[src/core/bcd_unit_pkg.sv]
// Shared constants, opcodes and carriers for the packed-BCD arithmetic unit
package bcd_unit_pkg;

    // Word and digit geometry
    localparam int WORD_W = 16;
    localparam int DIGIT_W = 4;
    localparam int WIDE_W = 64;
    localparam int NDIG = 16;
    localparam int HALF_W = 32;

    // Digit arithmetic
    localparam logic [3:0] DIGIT_MAX = 4'h9;
    localparam logic [3:0] DIGIT_ADJ = 4'h6;
    localparam logic [3:0] DIGIT_ONE = 4'h1;
    localparam logic [3:0] DIGIT_ZERO = 4'h0;

    // Digit loop counter: eight digits, counted down to zero
    localparam logic [3:0] CNT_FIRST = 4'h7;
    localparam logic [3:0] CNT_LAST = 4'h0;

    // Destination word write masks (bit n enables destination word n)
    localparam logic [3:0] MASK_NONE = 4'h0;
    localparam logic [3:0] MASK_ONE = 4'h1;
    localparam logic [3:0] MASK_TWO = 4'h3;
    localparam logic [3:0] MASK_ALL = 4'hf;

    // Operations
    typedef enum logic [2:0] {
        bcd_minus_single = 3'h0,
        bcd_minus_double = 3'h1,
        bcd_times_single = 3'h2,
        bcd_times_double = 3'h3,
        bcd_quotient_single = 3'h4,
        bcd_quotient_double = 3'h5
    } op_e;

    // Request from the instruction sequencer
    typedef struct packed {
        op_e op;
        logic exec_cond;
        logic ind_fault;
        logic [15:0] b_hi;
        logic [15:0] b_lo;
        logic [15:0] a_hi;
        logic [15:0] a_lo;
    } req_s;

    // Result words {w3, w2, w1, w0} and their write enables
    typedef struct packed {
        logic [3:0] wr_mask;
        logic [63:0] words;
    } resp_s;

endpackage : bcd_unit_pkg

[src/core/bcd_arith_unit.sv]
// Packed-BCD subtract, multiply and divide unit with carry, zero and fault flags
//
// Function
// [RQ1] Single subtract forms 10000 plus left operand minus taken-away minus carry.
// [RQ2] Positive single difference: drop fifth digit, keep four in destination.
// [RQ3] Negative single difference: store ten's complement and set carry.
// [RQ4] Double subtract: 8-digit left minus 8-digit taken-away minus carry, two words.
// [RQ5] Negative double difference: ten's complement over both words, carry set.
// [RQ6] Double subtract carry on exactly when the result is negative.
// [RQ7] Execution condition off: nothing executes, no word or flag changes.
// [RQ8] Double subtract faults on any non-BCD nibble in four operand words.
// [RQ9] Every operation faults on a bad indirect data-memory reference.
// [RQ10] Zero flag on exactly when the complete result is zero.
// [RQ11] Single multiply: 8-digit product, low four digits first word.
// [RQ12] Both multiplies set carry when the product generates a carry.
// [RQ13] Double multiply: 8 by 8 digits, 16-digit product in four words.
// [RQ14] Double multiply faults on any non-BCD multiplicand or multiplier word.
// [RQ15] Single divide: quotient to first word, remainder to next word.
// [RQ16] Single divide skipped without side effects when condition is off.
// [RQ17] Sequencer keeps both single divide destination words in one area.
// [RQ18] Single divide faults when dividend or divisor is not BCD.
// [RQ19] Double divide: quotient in words one and two, remainder three, four.
// [RQ20] Double divide faults on zero divisor or any non-BCD word.
// [RQ21] Double divide validity covers both dividend and both divisor words.
// [RQ22] A faulting execution leaves every destination word unchanged.
`timescale 1ns/1ns
module bcd_arith_unit
    import bcd_unit_pkg::*;
(
    input wire logic ref_clk_i,
    input wire logic rst_i,
    input wire logic req_valid_i,
    input wire req_s req_i,
    input wire logic carry_clear_i,
    output logic req_ready_o,
    output logic done_o,
    output resp_s resp_o,
    output logic carry_flag_o,
    output logic zero_flag_o,
    output logic fault_flag_o
);

    typedef enum logic [2:0] {
        st_idle = 3'b001,
        st_mul = 3'b010,
        st_div = 3'b100
    } state_e;

    // Decimal add of sixteen digits, returns {carry, sum}
    function automatic logic [64:0] bcd_add(input logic [63:0] x, input logic [63:0] y,
                                            input logic cin);
        logic [4:0] s;
        logic c;
        logic [63:0] r;
        c = cin;
        r = '0;
        for (int i = 0; i < NDIG; i++)
        begin
            s = {1'b0, x[i*DIGIT_W +: DIGIT_W]} + {1'b0, y[i*DIGIT_W +: DIGIT_W]} + 5'(c);
            c = (s > {1'b0, DIGIT_MAX});
            if (c)
            begin
                s = s + {1'b0, DIGIT_ADJ};
            end
            r[i*DIGIT_W +: DIGIT_W] = s[DIGIT_W-1:0];
        end
        return {c, r};
    endfunction : bcd_add

    // Decimal x - y - bin via nines complement, returns {borrow, difference}
    function automatic logic [64:0] bcd_sub(input logic [63:0] x, input logic [63:0] y,
                                            input logic bin);
        logic [63:0] n;
        logic [64:0] t;
        n = '0;
        for (int i = 0; i < NDIG; i++)
        begin
            n[i*DIGIT_W +: DIGIT_W] = DIGIT_MAX - y[i*DIGIT_W +: DIGIT_W];
        end
        t = bcd_add(x, n, ~bin);
        return {~t[WIDE_W], t[WIDE_W-1:0]};
    endfunction : bcd_sub

    // True when every nibble is a legal decimal digit
    function automatic logic bcd_ok(input logic [63:0] x);
        logic ok;
        ok = 1'b1;
        for (int i = 0; i < NDIG; i++)
        begin
            if (x[i*DIGIT_W +: DIGIT_W] > DIGIT_MAX)
            begin
                ok = 1'b0;
            end
        end
        return ok;
    endfunction : bcd_ok

    state_e state_r;
    op_e op_r;
    logic [63:0] acc_r;
    logic [63:0] opa_r;
    logic [31:0] opb_r;
    logic [31:0] quo_r;
    logic [3:0] cnt_r;
    logic phase_r;
    logic mul_cy_r;
    resp_s resp_r;
    logic done_r;
    logic carry_r;
    logic zero_r;
    logic fault_r;

    logic take_w;
    logic single_w;
    logic is_div_w;
    logic [63:0] wide_a_w;
    logic [63:0] wide_b_w;
    logic bad_w;
    logic [64:0] sub_w;
    logic [64:0] madd_w;
    logic [64:0] dsub_w;
    logic [3:0] top_w;
    logic mul_last_w;
    logic div_last_w;

    logic fin_w;
    logic [63:0] fin_words;
    logic [3:0] fin_mask;
    logic fin_upd;
    logic fin_carry_upd;
    logic fin_carry;
    logic fin_zero;
    logic fin_fault;

    // Operand assembly; single-word ops see their upper words as zero
    assign req_ready_o = (state_r == st_idle);
    assign take_w = req_valid_i && req_ready_o;
    assign single_w = (req_i.op == bcd_minus_single) || (req_i.op == bcd_times_single) ||
                      (req_i.op == bcd_quotient_single);
    assign is_div_w = (req_i.op == bcd_quotient_single) || (req_i.op == bcd_quotient_double);
    assign wide_a_w = single_w ? WIDE_W'(req_i.a_lo) : WIDE_W'({req_i.a_hi, req_i.a_lo});
    assign wide_b_w = single_w ? WIDE_W'(req_i.b_lo) : WIDE_W'({req_i.b_hi, req_i.b_lo});

    // Fault check covers every operand word the operation reads
    assign bad_w = req_i.ind_fault ||                                     // [RQ9]
                   !bcd_ok(wide_a_w) || !bcd_ok(wide_b_w) ||              // [RQ8] [RQ14] [RQ18] [RQ21]
                   (is_div_w && (wide_b_w == '0));                        // [RQ20]

    // Sixteen-digit subtract; wraps to the ten's complement when negative
    assign sub_w = bcd_sub(wide_a_w, wide_b_w, carry_r);                  // [RQ1] [RQ4]
    assign madd_w = bcd_add(acc_r, opa_r, 1'b0);
    assign dsub_w = bcd_sub(acc_r, opa_r, 1'b0);
    assign top_w = opb_r[HALF_W-1 -: DIGIT_W];
    assign mul_last_w = (top_w == DIGIT_ZERO) && (cnt_r == CNT_LAST);
    assign div_last_w = phase_r && dsub_w[WIDE_W] && (cnt_r == CNT_LAST);

    // Completion: what is written and which flags move
    always_comb
    begin
        fin_w = 1'b0;
        fin_words = resp_r.words;
        fin_mask = MASK_NONE;
        fin_upd = 1'b0;
        fin_carry_upd = 1'b0;
        fin_carry = carry_r;
        fin_zero = zero_r;
        fin_fault = fault_r;
        unique case (state_r)
            st_idle:
            begin
                if (take_w && !req_i.exec_cond)
                begin
                    fin_w = 1'b1;                                         // [RQ7] [RQ16]
                end
                else if (take_w && bad_w)
                begin
                    fin_w = 1'b1;                                         // [RQ22]
                    fin_upd = 1'b1;
                    fin_fault = 1'b1;
                end
                else if (take_w && (req_i.op == bcd_minus_single))
                begin
                    fin_w = 1'b1;
                    fin_upd = 1'b1;
                    fin_fault = 1'b0;
                    fin_words = WIDE_W'(sub_w[WORD_W-1:0]);              // [RQ2] [RQ3]
                    fin_mask = MASK_ONE;
                    fin_carry_upd = 1'b1;
                    fin_carry = sub_w[WIDE_W];                            // [RQ3]
                    fin_zero = (sub_w[WORD_W-1:0] == '0);                 // [RQ10]
                end
                else if (take_w && (req_i.op == bcd_minus_double))
                begin
                    fin_w = 1'b1;
                    fin_upd = 1'b1;
                    fin_fault = 1'b0;
                    fin_words = WIDE_W'(sub_w[HALF_W-1:0]);              // [RQ4] [RQ5]
                    fin_mask = MASK_TWO;
                    fin_carry_upd = 1'b1;
                    fin_carry = sub_w[WIDE_W];                            // [RQ5] [RQ6]
                    fin_zero = (sub_w[HALF_W-1:0] == '0);                 // [RQ10]
                end
            end
            st_mul:
            begin
                if (mul_last_w)
                begin
                    fin_w = 1'b1;
                    fin_upd = 1'b1;
                    fin_fault = 1'b0;
                    fin_words = acc_r;                                    // [RQ11] [RQ13]
                    fin_mask = (op_r == bcd_times_single) ? MASK_TWO : MASK_ALL;
                    fin_carry_upd = 1'b1;
                    fin_carry = mul_cy_r;                                 // [RQ12]
                    fin_zero = (acc_r == '0);                             // [RQ10]
                end
            end
            st_div:
            begin
                if (div_last_w)
                begin
                    fin_w = 1'b1;
                    fin_upd = 1'b1;
                    fin_fault = 1'b0;
                    if (op_r == bcd_quotient_single)
                    begin
                        fin_words = WIDE_W'({acc_r[WORD_W-1:0], quo_r[WORD_W-1:0]}); // [RQ15]
                        fin_mask = MASK_TWO;
                    end
                    else
                    begin
                        fin_words = {acc_r[HALF_W-1:0], quo_r};          // [RQ19]
                        fin_mask = MASK_ALL;
                    end
                    fin_zero = (quo_r == '0) && (acc_r == '0);            // [RQ10]
                end
            end
            default:
            begin
                fin_w = 1'b0;
            end
        endcase
    end

    // Sequencing and the digit-serial multiply and divide loops
    always_ff @(posedge ref_clk_i)
    begin
        if (rst_i)
        begin
            state_r <= st_idle;
            op_r <= bcd_minus_single;
            acc_r <= '0;
            opa_r <= '0;
            opb_r <= '0;
            quo_r <= '0;
            cnt_r <= CNT_LAST;
            phase_r <= 1'b0;
            mul_cy_r <= 1'b0;
        end
        else
        begin
            unique case (state_r)
                st_idle:
                begin
                    if (take_w && req_i.exec_cond && !bad_w && !fin_w)
                    begin
                        op_r <= req_i.op;
                        acc_r <= '0;
                        quo_r <= '0;
                        cnt_r <= CNT_FIRST;
                        phase_r <= 1'b0;
                        mul_cy_r <= 1'b0;
                        if (is_div_w)
                        begin
                            opa_r <= wide_b_w;
                            opb_r <= wide_a_w[HALF_W-1:0];
                            state_r <= st_div;
                        end
                        else
                        begin
                            opa_r <= wide_a_w;
                            opb_r <= wide_b_w[HALF_W-1:0];
                            state_r <= st_mul;
                        end
                    end
                end
                st_mul:
                begin
                    // Add the multiplicand once per unit of the top digit, then shift
                    if (top_w != DIGIT_ZERO)
                    begin
                        acc_r <= madd_w[WIDE_W-1:0];                      // [RQ11] [RQ13]
                        mul_cy_r <= mul_cy_r | madd_w[WIDE_W];            // [RQ12]
                        opb_r[HALF_W-1 -: DIGIT_W] <= top_w - DIGIT_ONE;
                    end
                    else if (cnt_r == CNT_LAST)
                    begin
                        state_r <= st_idle;
                    end
                    else
                    begin
                        acc_r <= acc_r << DIGIT_W;
                        opb_r <= opb_r << DIGIT_W;
                        cnt_r <= cnt_r - DIGIT_ONE;
                    end
                end
                st_div:
                begin
                    // Restoring decimal division: bring down a digit, then subtract
                    if (!phase_r)
                    begin
                        acc_r <= {acc_r[WIDE_W-DIGIT_W-1:0], top_w};
                        opb_r <= opb_r << DIGIT_W;
                        quo_r <= quo_r << DIGIT_W;
                        phase_r <= 1'b1;
                    end
                    else if (!dsub_w[WIDE_W])
                    begin
                        acc_r <= dsub_w[WIDE_W-1:0];                      // [RQ15] [RQ19]
                        quo_r[DIGIT_W-1:0] <= quo_r[DIGIT_W-1:0] + DIGIT_ONE;
                    end
                    else if (cnt_r == CNT_LAST)
                    begin
                        state_r <= st_idle;
                    end
                    else
                    begin
                        cnt_r <= cnt_r - DIGIT_ONE;
                        phase_r <= 1'b0;
                    end
                end
                default:
                begin
                    state_r <= st_idle;
                end
            endcase
        end
    end

    // Result words and completion pulse; a skipped or faulted run writes nothing
    always_ff @(posedge ref_clk_i)
    begin
        if (rst_i)
        begin
            resp_r <= '0;
            done_r <= 1'b0;
        end
        else
        begin
            done_r <= fin_w;
            if (fin_w)
            begin
                resp_r.words <= fin_words;
                resp_r.wr_mask <= fin_mask;                               // [RQ22]
            end
        end
    end

    // Carry: an update from an operation wins over a same-cycle clear
    always_ff @(posedge ref_clk_i)
    begin
        if (rst_i)
        begin
            carry_r <= 1'b0;
        end
        else if (fin_carry_upd)
        begin
            carry_r <= fin_carry;
        end
        else if (carry_clear_i)
        begin
            carry_r <= 1'b0;
        end
    end

    // Zero and fault only move when an operation really executes
    always_ff @(posedge ref_clk_i)
    begin
        if (rst_i)
        begin
            zero_r <= 1'b0;
            fault_r <= 1'b0;
        end
        else if (fin_upd)
        begin
            zero_r <= fin_zero;
            fault_r <= fin_fault;
        end
    end

    assign done_o = done_r;
    assign resp_o = resp_r;
    assign carry_flag_o = carry_r;
    assign zero_flag_o = zero_r;
    assign fault_flag_o = fault_r;

    // Checks
    localparam int MUL_BOUND = 90;
    localparam int DIV_BOUND = 100;

    logic go_w;
    assign go_w = take_w && req_i.exec_cond && !bad_w;
endmodule : bcd_arith_unit

[config.mk]
export PLATFORM = sky130hd
export DESIGN_NAME = bcd_arith_unit
export DESIGN_NICKNAME = d
export VERILOG_FILES = /design/src/core/bcd_unit_pkg.sv /design/src/core/bcd_arith_unit.sv
export SDC_FILE = /design/constraint.sdc
export NUM_CORES = 1
export LEC_CHECK = 0
export BUFFER_PORTS_ARGS = -buffer_cell sky130_fd_sc_hd__buf_2
export CAP_MARGIN = 20
export CELL_PAD_IN_SITES_DETAIL_PLACEMENT = 1
export CELL_PAD_IN_SITES_GLOBAL_PLACEMENT = 1
export CORE_MARGIN = 1
export CORE_UTILIZATION = 40
export DETAILED_ROUTE_END_ITERATION = 16
export PLACE_DENSITY_LB_ADDON = 0.2
export SETUP_SLACK_MARGIN = 0.02
export SYNTH_ARGS = -nofsm -noshare
export SYNTH_HDL_FRONTEND = slang
export SYNTH_SLANG_ARGS = --single-unit
[constraint.sdc]
create_clock -name ref_clk_i -period 61.2 [get_ports ref_clk_i]
set_input_delay 12.24 -clock ref_clk_i [delete_from_list [all_inputs] [get_ports ref_clk_i]]
set_output_delay 12.24 -clock ref_clk_i [all_outputs]
set_load 0.01 [all_outputs]
==> run metrics <==
outcome finished clean; root buf cell clkbuf_16; adder-cell share of the synthesized area between 15 and 20%; CTS clk-pin slew, worst paths 0.06 ns; endpoints failing setup 0; antenna-violating nets left 0; worst-margin pin slew ~1.1 ns; Yosys warning count 0; multi-input logic area ~0.014 sq mm; number of flops mapped to enable cells by yosys 0; htree depth 1; DRT Wirelength about 74 mm; first-pass GRT wire length ~110 mm; Async SR Flop Fraction 0%; CTS tree built; I/O Buffers roughly 150; Reg area a little under 0.005 sq mm; placed cell count about 3,100; IO Pins 146; maximum VDD drop roughly 0.000020 V; Setup crit end kind register; syn nets 2,775; Worst path slowest cell o311ai_1; Final Instance Count excl. Fillers between 3,000 and 4,000; chip width about 230 um; pwr dens 21.3 mW/mm^2; placeable core area ~0.049 sq mm; DPL Wire Length roughly 55 mm; Final Cell Area between 0.02 and 0.025 sq mm; fraction of layout cells with a size suffix above 1 a little over a tenth; initial antenna violation count 1; routed via count about 20,000; hold_buf cts 0; worst slack, placed between 30 and 40 ns; Die Height 226 um; Final nets about 2,800; placed inst area around 0.021 sq mm; Startpoint Class input pin; ys flop type dfxtp_1; CTS Buf Count 31; critical path class input pin to register; CP required 61.74 ns; Final Critical Period between 20 and 30 ns; Via density approximately 6.1; total gr overflow 0; Crit Path Max Fanout 7; commonest non-fill, non-tap cell in the layout nor2_1; clock skew 0.0423 ns; Slew Limit Fails 0; simple-gate share of the synthesized area around 17%; DR DRC count 0; Synth cell types between 70 and 80; Final period util a little under half; Slowest Stage Delay on Critical Path between 0.6 and 0.7 ns; number of global-route vias before repair between 20,000 and 25,000; final setup margin 31.92 ns; Synth Register Bits 243; largest family of logic cells by synthesized area compound AO/OA/AOI/OAI gates; Post-CTS Setup Bufs 0; Synth Area in Compound Gates between 20% and 30%; CTS Sinks about 240; router iterations before antenna repair 5; Hold Crit Class register to register; crit-path most repeated cell fa_1; Post-CTS Resized 0; drt first-iter violations about 1,200; post-synthesis mux area share 3.93%; xor-xnor portion of the synthesized cell area 5.90%; max capacitance violation total 0; Starting Density roughly two fifths; Mapped Avg Cell Area about 8.1 sq um; Area Growth Syn to Fin 11.1%; synthesized area roughly 0.020 sq mm; die area ~0.051 sq mm; Max clock buf depth 3; GP Congestion roughly 0.9; RSZ-0062 raised after global routing false; filler cell count 5,935; drt wl/cell between 20 and 25 um; Final Hold Viols 0; Seq/Total Area, Yosys about a quarter; row cnt 81; total negative slack 0 ns; cell count after synthesis between 2,000 and 2,500; total track usage roughly 29%; relative max-transition margin 26.9%; later-pin clock latency in the skew report slightly above 0.6 ns; P_leak 8.95 nW; most frequent cells in the layout nor2_1, dfxtp_1, ha_1; Fmax 0.0342 GHz; largest net degree at the start of global routing 81; CP arrival ~30 ns
-- layout make-up --
type	instances	share of cell area, %
diodes	1	0.0112
clock buffers	40	3.95
clock inverters	17	0.595
inverters	163	2.75
multi-input cells	1908	62.8
flip-flops and latches	243	21.8
well taps	664	3.73
repair buffers	173	4.32
-- kinds of logic after synthesis --
group / count (synthesis)
fa+ha+maj: 230
flops: 243
mux: 77
xor+xnor: 135
compound gates: 749
simple gates: 717
buf+inv: 321
-- flip-flops by register name, indices dropped and copies added (netlist names) --
| register | cells |
|---|---|
| resp_o | 67 |
| fault_flag_o | 1 |
| cnt_r | 4 |
| state_r | 3 |
| quo_r | 32 |
| op_r | 3 |
| opb_r | 32 |
| opa_r | 32 |
| zero_flag_o | 1 |
| phase_r | 1 |
| done_o | 1 |
| acc_r | 64 |
| mul_cy_r | 1 |
| carry_flag_o | 1 |
-- per-layer routing --
layer	vias to the layer above	global-route usage [%]	wire, um
met2	480	49.8	35600
met1	9771	37.0	33300
li1	9157	-	-
met5	-	0	0
met4	0	9.59	2150
met3	120	3.11	3340
-- worst max-delay path: cells and delay by family --
kind	cells	cell delay (ns)
xor+xnor	7	2.41
fa+ha+maj	24	8.59
simple gates	5	0.64
mux	1	0.14
compound gates	19	5.11
buf+inv	10	0.69
-- report_power, final --
group	internal [mW]	switching (mW)	total, mW
Clock	0.105	0.0798	0.185
Sequential	0.160	0.00130	0.161
Combinational	0.0502	0.0790	0.129
-- cells in the mapped netlist (14+ instances only) --
library cell	count	area [sq um]
a22oi_1	52	390
a31oi_1	16	100
a311oi_1	41	359
mux2i_1	63	631
and3_1	22	138
clkbuf_1	127	477
nand3_1	26	130
fa_1	46	921
nor3b_1	15	113
and2_1	25	156
nand2_1	161	604
o211ai_1	37	278
mux2_2	14	158
xnor2_1	84	736
nor3_1	69	345
inv_1	163	612
a21oi_1	163	816
nor4_1	31	194
dfxtp_1	243	4860
ha_1	184	2300
buf_2	15	75.1
a22o_1	28	245
a21o_1	50	375
a211oi_1	133	998
nor2_1	288	1080
nand2b_1	19	119
a222oi_1	26	260
a221oi_1	38	333
o21ai_0	58	290
xor2_1	51	447
a21boi_0	21	158
-- worst paths after layout --
| path | startpoint | endpoint | slack, ns | cells after the start |
|---|---|---|---|---|
| setup / recovery | req_i[0] | zero_flag_o | 31.92 | 66 |
| hold / removal | opb_r[9] | opb_r[9] | 0.46 | 2 |
| setup reg to reg | acc_r[0] | acc_r[62] | 32.21 | 128 |
| hold reg to reg | opb_r[9] | opb_r[9] | 0.46 | 2 |
-- stage by stage --
stage | util [%] | total power, mW | hold slack, ns
floorplan | - | 0.252 | 0.432
global placement | 43.2 | 0.286 | 0.444
detailed placement | 43.2 | 0.293 | 0.448
CTS | 45.3 | 0.479 | 0.457
global route | 45.3 | 0.497 | 0.483
finish | 45.3 | 0.476 | 0.458
Note: power is estimated with default switching activity, not from simulation.
